[src/hdl/fhsm_regs.vh]
// register offsets, fields and reset values of the fax handshake status monitor
// assumes an apb master with 32-bit data, byte addresses = 4 x index
`ifndef FHSM_REGS_VH
`define FHSM_REGS_VH
`define FHSM_IDX_RX_STATE 12'h016
`define FHSM_IDX_TX_STATE 12'h017
`define FHSM_IDX_FIRST_CF 12'h304
`define FHSM_IDX_ALLOWED_CF 12'h32a
`define FHSM_IDX_RX_MASK 12'h370
`define FHSM_IDX_TX_MASK 12'h371
`define FHSM_IDX_OPTION 12'h38f
`define FHSM_IDX_V8_CTRL 12'h305
`define FHSM_IDX_CONTROL 12'h3c0
`define FHSM_IDX_STATUS 12'h3c1
`define FHSM_IDX_RX_DATA 12'h3c2
`define FHSM_RST_FIRST_CF 8'hc0
`define FHSM_RST_ALLOWED_CF 8'h40
`define FHSM_RST_V8_CTRL 8'h08
`define FHSM_RST_OPTION 8'h00
`define FHSM_RST_MASK 8'h00
`define FHSM_RST_STATE 8'h00
`define FHSM_BIT_V8_OCTET_HIDE 3
`define FHSM_BIT_CM_NO_ANS 3
`define FHSM_BIT_ORIGINATE 0
`define FHSM_BIT_NEW_CONFIG 1
`define FHSM_BIT_NOTIFY_RX 0
`define FHSM_BIT_NOTIFY_TX 1
`define FHSM_BIT_OCTET_READY 2
`define FHSM_PH1 3'b000
`define FHSM_PH2 3'b001
`define FHSM_PH3 3'b010
`define FHSM_PH45 3'b100
`define FHSM_PH6 3'b101
`endif

[src/hdl/fhsm_top.v]
// fax handshake status monitor: state bytes, change notify, host option registers
// assumes pump state reports arrive from logic on pclk with a one-cycle valid strobe
// What this block does
// - 305h bit3 clear shows v8 octets
// - state bytes: phase 7-5, state 4-0
// - receiver phase codes 0,1,2,4,5
// - transmitter uses same phase codes
// - byte change raises masked notify
// - answer receiver phase 1 states 00-03
// - answer receiver phase 2 state codes
// - control channel tx and rx codes
`include "fhsm_regs.vh"
module fhsm_top
(
    input wire pclk,
    input wire presetn,
    input wire psel,
    input wire penable,
    input wire pwrite,
    input wire [13:0] paddr,
    input wire [31:0] pwdata,
    output reg [31:0] prdata,
    output reg pready,
    output reg pslverr,
    input wire pump_rx_valid,
    input wire [7:0] pump_rx_state,
    input wire pump_tx_valid,
    input wire [7:0] pump_tx_state,
    input wire pump_octet_valid,
    input wire [7:0] pump_octet,
    output reg new_status_notify,
    output reg new_config_request,
    output reg originate_select,
    output reg [7:0] config_code
);
    reg [7:0] rx_handshake_state;
    reg [7:0] tx_handshake_state;
    reg [7:0] first_call_function;
    reg [7:0] allowed_call_functions;
    reg [7:0] rx_state_change_mask;
    reg [7:0] tx_state_change_mask;
    reg [7:0] handshake_option_bits;
    reg [7:0] v8_control;
    reg [7:0] receive_data_buffer;
    wire rx_changed;
    wire tx_changed;
    wire octet_ready;
    wire [2:0] flag_set;
    wire [2:0] flag_clr;
    wire [2:0] status_flags;
    wire rx_mask_on;
    wire tx_mask_on;
    genvar fi;
    reg [31:0] next_prdata;
    reg next_slverr;
    wire [11:0] idx;
    wire wr_acc;
    wire rd_acc;
    wire rx_ok;
    wire tx_ok;
    wire rx_set;
    wire tx_set;
    wire oct_set;
    wire clr_rx;
    wire clr_tx;
    wire clr_oct;

    // receiver codes used by either side; every other code is dropped
    function rx_code_legal;
        input [7:0] code;
        begin
            case (code)
                8'h00: rx_code_legal = 1'b1;
                8'h01: rx_code_legal = 1'b1;
                8'h02: rx_code_legal = 1'b1;
                8'h03: rx_code_legal = 1'b1;
                8'h20: rx_code_legal = 1'b1;
                8'h22: rx_code_legal = 1'b1;
                8'h23: rx_code_legal = 1'b1;
                8'h24: rx_code_legal = 1'b1;
                8'h25: rx_code_legal = 1'b1;
                8'h26: rx_code_legal = 1'b1;
                8'h27: rx_code_legal = 1'b1;
                8'h28: rx_code_legal = 1'b1;
                8'h29: rx_code_legal = 1'b1;
                8'h2a: rx_code_legal = 1'b1;
                8'h2c: rx_code_legal = 1'b1;
                8'h2e: rx_code_legal = 1'b1;
                8'h2f: rx_code_legal = 1'b1;
                8'h40: rx_code_legal = 1'b1;
                8'h41: rx_code_legal = 1'b1;
                8'h46: rx_code_legal = 1'b1;
                8'h47: rx_code_legal = 1'b1;
                8'h80: rx_code_legal = 1'b1;
                8'h81: rx_code_legal = 1'b1;
                8'h82: rx_code_legal = 1'b1;
                8'h83: rx_code_legal = 1'b1;
                8'h84: rx_code_legal = 1'b1;
                8'h86: rx_code_legal = 1'b1;
                8'h87: rx_code_legal = 1'b1;
                8'h8b: rx_code_legal = 1'b1;
                8'ha0: rx_code_legal = 1'b1;
                8'ha1: rx_code_legal = 1'b1;
                8'ha2: rx_code_legal = 1'b1;
                8'ha3: rx_code_legal = 1'b1;
                default: rx_code_legal = 1'b0;
            endcase
        end
    endfunction

    // transmitter codes used by either side; every other code is dropped
    function tx_code_legal;
        input [7:0] code;
        begin
            case (code)
                8'h00: tx_code_legal = 1'b1;
                8'h01: tx_code_legal = 1'b1;
                8'h02: tx_code_legal = 1'b1;
                8'h03: tx_code_legal = 1'b1;
                8'h04: tx_code_legal = 1'b1;
                8'h05: tx_code_legal = 1'b1;
                8'h20: tx_code_legal = 1'b1;
                8'h21: tx_code_legal = 1'b1;
                8'h22: tx_code_legal = 1'b1;
                8'h24: tx_code_legal = 1'b1;
                8'h25: tx_code_legal = 1'b1;
                8'h26: tx_code_legal = 1'b1;
                8'h28: tx_code_legal = 1'b1;
                8'h2a: tx_code_legal = 1'b1;
                8'h2c: tx_code_legal = 1'b1;
                8'h40: tx_code_legal = 1'b1;
                8'h44: tx_code_legal = 1'b1;
                8'h45: tx_code_legal = 1'b1;
                8'h46: tx_code_legal = 1'b1;
                8'h47: tx_code_legal = 1'b1;
                8'h80: tx_code_legal = 1'b1;
                8'h81: tx_code_legal = 1'b1;
                8'h82: tx_code_legal = 1'b1;
                8'h83: tx_code_legal = 1'b1;
                8'h84: tx_code_legal = 1'b1;
                8'h87: tx_code_legal = 1'b1;
                8'h88: tx_code_legal = 1'b1;
                8'h89: tx_code_legal = 1'b1;
                8'h8a: tx_code_legal = 1'b1;
                8'ha0: tx_code_legal = 1'b1;
                8'ha4: tx_code_legal = 1'b1;
                8'ha5: tx_code_legal = 1'b1;
                8'ha6: tx_code_legal = 1'b1;
                8'ha7: tx_code_legal = 1'b1;
                default: tx_code_legal = 1'b0;
            endcase
        end
    endfunction

    assign idx = paddr[13:2];
    assign wr_acc = psel & penable & pwrite & pready;
    assign rd_acc = psel & penable & ~pwrite & pready;
    assign rx_ok = pump_rx_valid & rx_code_legal(pump_rx_state);
    assign tx_ok = pump_tx_valid & tx_code_legal(pump_tx_state);
    assign rx_set = rx_ok & (pump_rx_state != rx_handshake_state);
    assign tx_set = tx_ok & (pump_tx_state != tx_handshake_state);
    assign oct_set = pump_octet_valid & ~v8_control[`FHSM_BIT_V8_OCTET_HIDE];
    assign clr_rx = wr_acc && idx == `FHSM_IDX_STATUS && pwdata[`FHSM_BIT_NOTIFY_RX];
    assign clr_tx = wr_acc && idx == `FHSM_IDX_STATUS && pwdata[`FHSM_BIT_NOTIFY_TX];
    assign clr_oct = rd_acc && idx == `FHSM_IDX_RX_DATA;
    assign flag_set = {oct_set, tx_set, rx_set};
    assign flag_clr = {clr_oct, clr_tx, clr_rx};
    assign rx_changed = status_flags[`FHSM_BIT_NOTIFY_RX];
    assign tx_changed = status_flags[`FHSM_BIT_NOTIFY_TX];
    assign octet_ready = status_flags[`FHSM_BIT_OCTET_READY];
    assign rx_mask_on = |rx_state_change_mask;
    assign tx_mask_on = |tx_state_change_mask;

    // read mux and unmapped decode
    always @*
    begin
        next_prdata = 32'h0000_0000;
        next_slverr = 1'b0;
        if (idx == `FHSM_IDX_RX_STATE)
            next_prdata[7:0] = rx_handshake_state;
        else if (idx == `FHSM_IDX_TX_STATE)
            next_prdata[7:0] = tx_handshake_state;
        else if (idx == `FHSM_IDX_FIRST_CF)
            next_prdata[7:0] = first_call_function;
        else if (idx == `FHSM_IDX_ALLOWED_CF)
            next_prdata[7:0] = allowed_call_functions;
        else if (idx == `FHSM_IDX_RX_MASK)
            next_prdata[7:0] = rx_state_change_mask;
        else if (idx == `FHSM_IDX_TX_MASK)
            next_prdata[7:0] = tx_state_change_mask;
        else if (idx == `FHSM_IDX_OPTION)
            next_prdata[7:0] = handshake_option_bits;
        else if (idx == `FHSM_IDX_V8_CTRL)
            next_prdata[7:0] = v8_control;
        else if (idx == `FHSM_IDX_CONTROL)
            next_prdata[15:0] = {config_code, 6'h00, new_config_request, originate_select};
        else if (idx == `FHSM_IDX_STATUS)
            next_prdata[2:0] = {octet_ready, tx_changed, rx_changed};
        else if (idx == `FHSM_IDX_RX_DATA)
            next_prdata[7:0] = receive_data_buffer;
        else
            next_slverr = 1'b1;
    end

    // apb slave: one wait state, answer registered
    always @(posedge pclk or negedge presetn)
    begin
        if (!presetn)
        begin
            pready <= 1'b0;
            prdata <= 32'h0000_0000;
            pslverr <= 1'b0;
        end
        else
        begin
            pready <= psel & penable & ~pready;
            prdata <= (psel & penable & ~pready & ~pwrite) ? next_prdata : 32'h0000_0000;
            pslverr <= psel & penable & ~pready & next_slverr;
        end
    end

    // host-written registers
    always @(posedge pclk or negedge presetn)
    begin
        if (!presetn)
        begin
            first_call_function <= `FHSM_RST_FIRST_CF;
            allowed_call_functions <= `FHSM_RST_ALLOWED_CF;
            rx_state_change_mask <= `FHSM_RST_MASK;
            tx_state_change_mask <= `FHSM_RST_MASK;
            handshake_option_bits <= `FHSM_RST_OPTION;
            v8_control <= `FHSM_RST_V8_CTRL;
            config_code <= 8'h00;
            originate_select <= 1'b0;
            new_config_request <= 1'b0;
        end
        else if (wr_acc)
        begin
            if (idx == `FHSM_IDX_FIRST_CF)
                first_call_function <= pwdata[7:0];
            else if (idx == `FHSM_IDX_ALLOWED_CF)
                allowed_call_functions <= pwdata[7:0];
            else if (idx == `FHSM_IDX_RX_MASK)
                rx_state_change_mask <= pwdata[7:0];
            else if (idx == `FHSM_IDX_TX_MASK)
                tx_state_change_mask <= pwdata[7:0];
            else if (idx == `FHSM_IDX_OPTION)
                handshake_option_bits <= pwdata[7:0];
            else if (idx == `FHSM_IDX_V8_CTRL)
                v8_control <= pwdata[7:0];
            else if (idx == `FHSM_IDX_CONTROL)
            begin
                originate_select <= pwdata[`FHSM_BIT_ORIGINATE];
                new_config_request <= pwdata[`FHSM_BIT_NEW_CONFIG];
                config_code <= pwdata[15:8];
            end
        end
    end

    // state bytes, notify pulse and octet buffer; only legal codes load a state byte
    always @(posedge pclk or negedge presetn)
    begin
        if (!presetn)
        begin
            rx_handshake_state <= `FHSM_RST_STATE;
            tx_handshake_state <= `FHSM_RST_STATE;
            receive_data_buffer <= 8'h00;
            new_status_notify <= 1'b0;
        end
        else
        begin
            if (rx_ok)
                rx_handshake_state <= pump_rx_state;
            if (tx_ok)
                tx_handshake_state <= pump_tx_state;
            if (oct_set)
                receive_data_buffer <= pump_octet;
            new_status_notify <= (rx_set & rx_mask_on) | (tx_set & tx_mask_on);
        end
    end

    // sticky status flags; a set in the same cycle as a clear wins
    generate
        for (fi = 0; fi < 3; fi = fi + 1)
        begin : g_flag
            reg flag;
            always @(posedge pclk or negedge presetn)
            begin
                if (!presetn)
                    flag <= 1'b0;
                else
                    flag <= flag_set[fi] | (flag & ~flag_clr[fi]);
            end
            assign status_flags[fi] = flag;
        end
    endgenerate
endmodule // fhsm_top

[config.mk]
export PLATFORM = sky130hd
export DESIGN_NAME = fhsm_top
export DESIGN_NICKNAME = d
export VERILOG_FILES = /design/src/hdl/fhsm_top.v
export VERILOG_INCLUDE_DIRS = /design/src /design/src/hdl
export SDC_FILE = /design/constraint.sdc
export NUM_CORES = 1
export LEC_CHECK = 0
export ABC_AREA = 1
export BUFFER_PORTS_ARGS = -buffer_cell sky130_fd_sc_hd__buf_2
export CAP_MARGIN = 30
export CORE_MARGIN = 3
export CORE_UTILIZATION = 40
export DETAILED_ROUTE_END_ITERATION = 7
export MAX_ROUTING_LAYER = met4
export PLACE_DENSITY = 0.69
export SLEW_MARGIN = 20
export SYNTH_ARGS = -nofsm -noshare
export SYNTH_HDL_FRONTEND = slang
export SYNTH_SLANG_ARGS = --single-unit
[constraint.sdc]
create_clock -name pclk -period 2 [get_ports pclk]
set_clock_uncertainty 0.2 [all_clocks]
set_input_delay 0.4 -clock pclk [delete_from_list [all_inputs] [get_ports pclk]]
set_output_delay 0.4 -clock pclk [all_outputs]
set_load 0.01 [all_outputs]
## Yosys cells after proc, flatten, opt, wreduce, memory -nomap -nowiden

Cells that the tools add are included.

- Multiply operators: 0
- Eq/ne operators: 78
- Divide/modulo/power cells: 0
- Bitwise logic cells: 34
- $add $sub $neg: 0
- Reduce and logical (&&, ||, !) cells: 17
- $lt $le $gt $ge: 0
- Mux-type cells: 35
- Shift operators: 0

Operators with widths:

| cell | count |
|---|---|
| equality test 8 bit, second input constant | 26 |
| equality test 8 x 6 -> 1 bit, second input constant | 22 |
| two-way mux 8 bit | 19 |
| equality test 12 x 10 -> 1 bit, second input constant | 9 |
| equality test 8 x 7 -> 1 bit, second input constant | 9 |
| OR reduction 34 bit | 1 |
| OR reduction 33 bit | 1 |
| equality test 8 x 2 -> 1 bit, second input constant | 4 |
| equality test 12 x 5 -> 1 bit, second input constant | 2 |
| AND 1 bit | 18 |
| equality test 8 x 1 -> 1 bit, second input constant | 2 |
| equality test 8 x 3 -> 1 bit, second input constant | 2 |
| logical NOT 8 bit | 2 |
| two-way mux 16 bit | 1 |
| != test 8 bit | 2 |
| OR reduction 8 bit | 2 |
| two-way mux 1 bit | 13 |
| inverter 1 bit | 12 |
| AND reduction 8 bit | 1 |
| AND reduction 7 bit | 1 |
| AND reduction 6 bit | 1 |
| two-way mux 5 bit | 1 |
| AND reduction 5 bit | 1 |
| logical AND 1 bit | 4 |
| other kinds (5) | 8 |

- Memories: 0
- Output and inout bits: 45
- Latch bits: 0
- Input bits: 78
- RAM bits: 0
- Memory bits (read-only): 0
- Register bits: 104

## Logic depth before layout (Yosys ltp)

- Depth after elaboration: 13
- Gate-level depth with buffers: 14
- Gate-level depth less buffers: 14

## Least setup slack after synthesis

No wires, ideal clock.

- Kind: input port to flip-flop
- From: input port paddr[13]
- To: register config_code[4]
- Cell stages on the path: 6
- Setup time: 0.127 ns
- Path slack: 0.147 ns
- Arrival: 1.525 ns
- Path through: nor2_2 nand2_2 nor3_4 nand3_2 buf_6 mux2_1

- Longest elaborated chain between the ends: 3
- Elaborated cells between the ends (all ways): 14
- Classes of those cells: eq/ne (7); bitwise (6); reduce/logical (1)

Ends and longest elaborated chain:

| what | line | RTL |
|---|---|---|
| start, declared | fhsm_top.v:20 | `input wire [13:0] paddr,` |
| equality test 12 x 10 -> 1 bit (no line) | -- |  |
| inverter 1 bit (no line) | -- |  |
| AND reduction 8 bit (no line) * | -- |  |
| end signal, assigned | fhsm_top.v:255 | `config_code <= pwdata[15:8];` |
| end, declared | fhsm_top.v:34 | `output reg [7:0] config_code` |

Mark *: on every way between the ends. The rest lies on a longest branch, timed or not.
A chain may end at the register's enable or synchronous reset.

## Final worst setup path

- From: input port paddr[5]
- To: register prdata[2]

- Longest elaborated chain between the ends: 13
- Elaborated cells between the ends (all ways): 23
- Classes of those cells: eq/ne (11); mux (12)

Ends and longest elaborated chain:

| what | line | RTL |
|---|---|---|
| equality test 12 x 10 -> 1 bit (no line) | -- |  |
| two-way mux 8 bit | fhsm_top.v:199 | `` else if (idx == `FHSM_IDX_RX_DATA) `` |
| two-way mux 3 bit | fhsm_top.v:197 | `` else if (idx == `FHSM_IDX_STATUS) `` |
| two-way mux 8 bit | fhsm_top.v:195 | `` else if (idx == `FHSM_IDX_CONTROL) `` |
| two-way mux 8 bit | fhsm_top.v:193 | `` else if (idx == `FHSM_IDX_V8_CTRL) `` |
| two-way mux 8 bit | fhsm_top.v:191 | `` else if (idx == `FHSM_IDX_OPTION) `` |
| two-way mux 8 bit | fhsm_top.v:189 | `` else if (idx == `FHSM_IDX_TX_MASK) `` |
| two-way mux 8 bit | fhsm_top.v:187 | `` else if (idx == `FHSM_IDX_RX_MASK) `` |
| two-way mux 8 bit | fhsm_top.v:185 | `` else if (idx == `FHSM_IDX_ALLOWED_CF) `` |
| two-way mux 8 bit | fhsm_top.v:183 | `` else if (idx == `FHSM_IDX_FIRST_CF) `` |
| two-way mux 8 bit | fhsm_top.v:181 | `` else if (idx == `FHSM_IDX_TX_STATE) `` |
| two-way mux 8 bit * | fhsm_top.v:179 | `` if (idx == `FHSM_IDX_RX_STATE) `` |
| two-way mux 16 bit * | fhsm_top.v:217 | `prdata <= (psel & penable & ~pready & ~pwrite) ? next_prdata : 32'h0000_0000;` |
| end signal, assigned | fhsm_top.v:217 |  |
| end, declared | fhsm_top.v:22 | `output reg [31:0] prdata,` |

Marks and branches as above.

==> flow_metrics.env <==
export IMPL_outcome="finished, final reports clean"
export IMPL_stdcell_area_um2=6750
export IMPL_min_from="pwdata[14]"
export IMPL_seq_area_frac_synth_pct=48.2
export IMPL_place_area_um2=6400
export IMPL_ys_top_cells_by_area="dfrtp_1 46%, nand2_1 11%, o21ai_0 7.4%, inv_1 3.7%, nor2_1 3.3%"
export IMPL_die_x_um=122
export IMPL_start_util_pct=41.9
export IMPL_final_cells=976
export IMPL_clockBufferDepth=2
export IMPL_hold_slack_ps=65.8
export IMPL_area_growth_pct=24.7
export IMPL_min_period_over_period_pct=93.1
export IMPL_cts_htree_levels=3
export IMPL_fp_row_count=41
export IMPL_fin_crit_ps=1860
export IMPL_max_stage_delay_ps=210
export IMPL_hold_depth=2
export IMPL_grt_setup_unrepaired="false"
export IMPL_cts_root_buf="clkbuf_16"
export IMPL_grt_overflow_total=0
export IMPL_grt_max_degree=41
export IMPL_clkLatencyLatePin_ps=350
export IMPL_startpoint="paddr[5]"
export IMPL_fin_ws_ps=139
export IMPL_track_usage_pct=19.9
export IMPL_fmax_mhz=537
export IMPL_synthCells=655
export IMPL_p_per_area_nw_per_um2=689
export IMPL_cts_num_sinks=104
export IMPL_drtIter0Drc=345
export IMPL_crit_buf_inv=4
export IMPL_grt_pass1_vias=4572
export IMPL_drc_errors=0
export IMPL_vdd_drop_max_mv=0.445
export IMPL_io_pins=123
export IMPL_core_um2=12900
export IMPL_cts_tree="done"
export IMPL_r2r_end="new_status_notify"
export IMPL_cp_start_kind="primary input"
export IMPL_die_area_um2=15000
export IMPL_crit_type="in2reg"
export IMPL_critPathCaptureType="flop"
export IMPL_place_ws_ps=-200
export IMPL_cpMostUsedCell="nand2_1"
export IMPL_reg2reg_slack_ps=290
export IMPL_placed_cells=956
export IMPL_die_y_um=122
export IMPL_syn_area_um2=5410
export IMPL_power_mw=4.65
export IMPL_power_leakage_nw=3.45
export IMPL_vias_per_cell=5.00
export IMPL_required_ps=2070
export IMPL_synth_commonest_cells="156 x nand2_1, 100 x dfrtp_1, 80 x o21ai_0"
export IMPL_maxCapViolations=0
export IMPL_yosysTopAreaCell="dfrtp_1"
export IMPL_cts_buffers=9
export IMPL_min_to="config_code[6]"
export IMPL_final_util_pct=52.2
export IMPL_final_nets=877
export IMPL_cp_depth=12
export IMPL_synth_seq_cells=104
export IMPL_synth_most_common_cell="nand2_1"
export IMPL_setup_viol=0
export IMPL_finalHoldViolations=0
export IMPL_critPathSlowestCell="inv_2"
export IMPL_cp_max_fo=10
export IMPL_crit_family="simple AND/OR/NAND/NOR gates"
export IMPL_wl_per_cell_um=14.5
export IMPL_syn_avg_cell_area_um2=8.26
export IMPL_drv_slew=0
export IMPL_clk_pin_slew_worst_paths_ps=70
export IMPL_reg2reg_depth=5
export IMPL_synth_warnings=0
export IMPL_grt_antenna_before_repair=0
export IMPL_dp_hpwl_um=10900
export IMPL_insertedDiodeCount=0
export IMPL_crit_chain="buf_2 -> nor2_2 -> nand2_1 -> inv_1 -> buf_4 -> nand3_2 -> inv_2 -> nand2_1 -> nand2_1 -> o21bai_1 -> nand2_1 -> a21oi_1"
export IMPL_synthFlopType="dfrtp_1"
export IMPL_r2r_start="tx_handshake_state[0]"
export IMPL_io_buffers=88
export IMPL_synth_edf_count=0
export IMPL_fin_setup_tns_ps=0
export IMPL_arrival_ps=1930
export IMPL_synth_distinct_cells=37
export IMPL_grt_pass1_wl_um=22600
export IMPL_hold_class="in2reg"
export IMPL_gp_congestion=0.911
export IMPL_drt_total_wl_um=14200
export IMPL_synth_top_area_share_pct=46.2
export IMPL_drt_pass1_iter_count=5
export IMPL_num_vias=4881
export IMPL_ys_async_sr_fraction_pct=100
export IMPL_drive_above_1_share_pct=26.6
export IMPL_ant_nets=0
==> report_power, final <==
| part | internal (mW) | switching (mW) |
|---|---|---|
| combinational | 0.212 | 0.281 |
| clock | 1.10 | 0.764 |
| sequential | 2.20 | 0.0968 |
==> per-layer routing <==
metal	wire length, um	track usage, %	part of all wire [%]	up-vias
met5	0	-	0	-
met3	973	3.46	6.9	22
met1	6290	25.5	44	2276
met4	271	6.51	1.9	0
met2	6650	32.1	47	163
li1	-	-	-	2420
==> layout make-up <==
type	instances	area (um2)
sequential	104	2610
fill	1201	6180
clock inverter	5	81.3
inverter	61	231
timing repair buffer	147	938
clock buffer	11	233
multi-input combinational	476	2440
tap	172	215
==> timing repair <==
| item | CTS | global route |
|---|---|---|
| endpoints found under the hold margin | 26 | 0 |
| gates resized for setup | 0 | 2 |
| setup buffers | 0 | 3 |
| setup endpoints to repair | 0 | 2 |
| hold buffers | 1 | 0 |
==> cell usage in the layout, fill, tap and decap left out, drive strengths merged, types with 2 or more instances in the layout <==
cell type  count
a211oi         2
xor2           8
or2            4
a21oi         25
nand4          9
nor2          58
xnor2          5
buf          146
conb          16
mux2          16
inv           61
o21ai        101
nor3          15
nand3         37
nand2        160
dfstp          4
bufinv         2
nor3b          9
nor4           7
clkinv         2
dfrtp        100
clkbuf        11
==> cells by family after synthesis <==
group	synth area share, %
AOI/OAI and AO/OA	12.5
muxes	3.54
DFF	48.2
buffers and inverters	7.86
and+or+nand+nor	25.8
other	0.0693
xor gates and xnor gates	2.10
==> worst max path at each step <==
stage / slack [ps] / endpoint
finish: 140 / prdata[2]
global route: 3 / prdata[2]
CTS: 140 / prdata[2]
detailed placement: -200 / prdata[2]
global placement: -170 / prdata[0]
floorplan: 150 / config_code[4]
==> sequential cells by signal, indices dropped and copies added, names as in the netlist <==
register / flops
new_config_request: 1
rx_state_change_mask: 8
tx_handshake_state: 8
tx_state_change_mask: 8
allowed_call_functions: 8
config_code: 8
g_flag.flag: 3
prdata: 16
v8_control: 8
originate_select: 1
pready: 1
handshake_option_bits: 8
pslverr: 1
first_call_function: 8
new_status_notify: 1
rx_handshake_state: 8
receive_data_buffer: 8
Note: power is estimated with default switching activity, not from simulation.
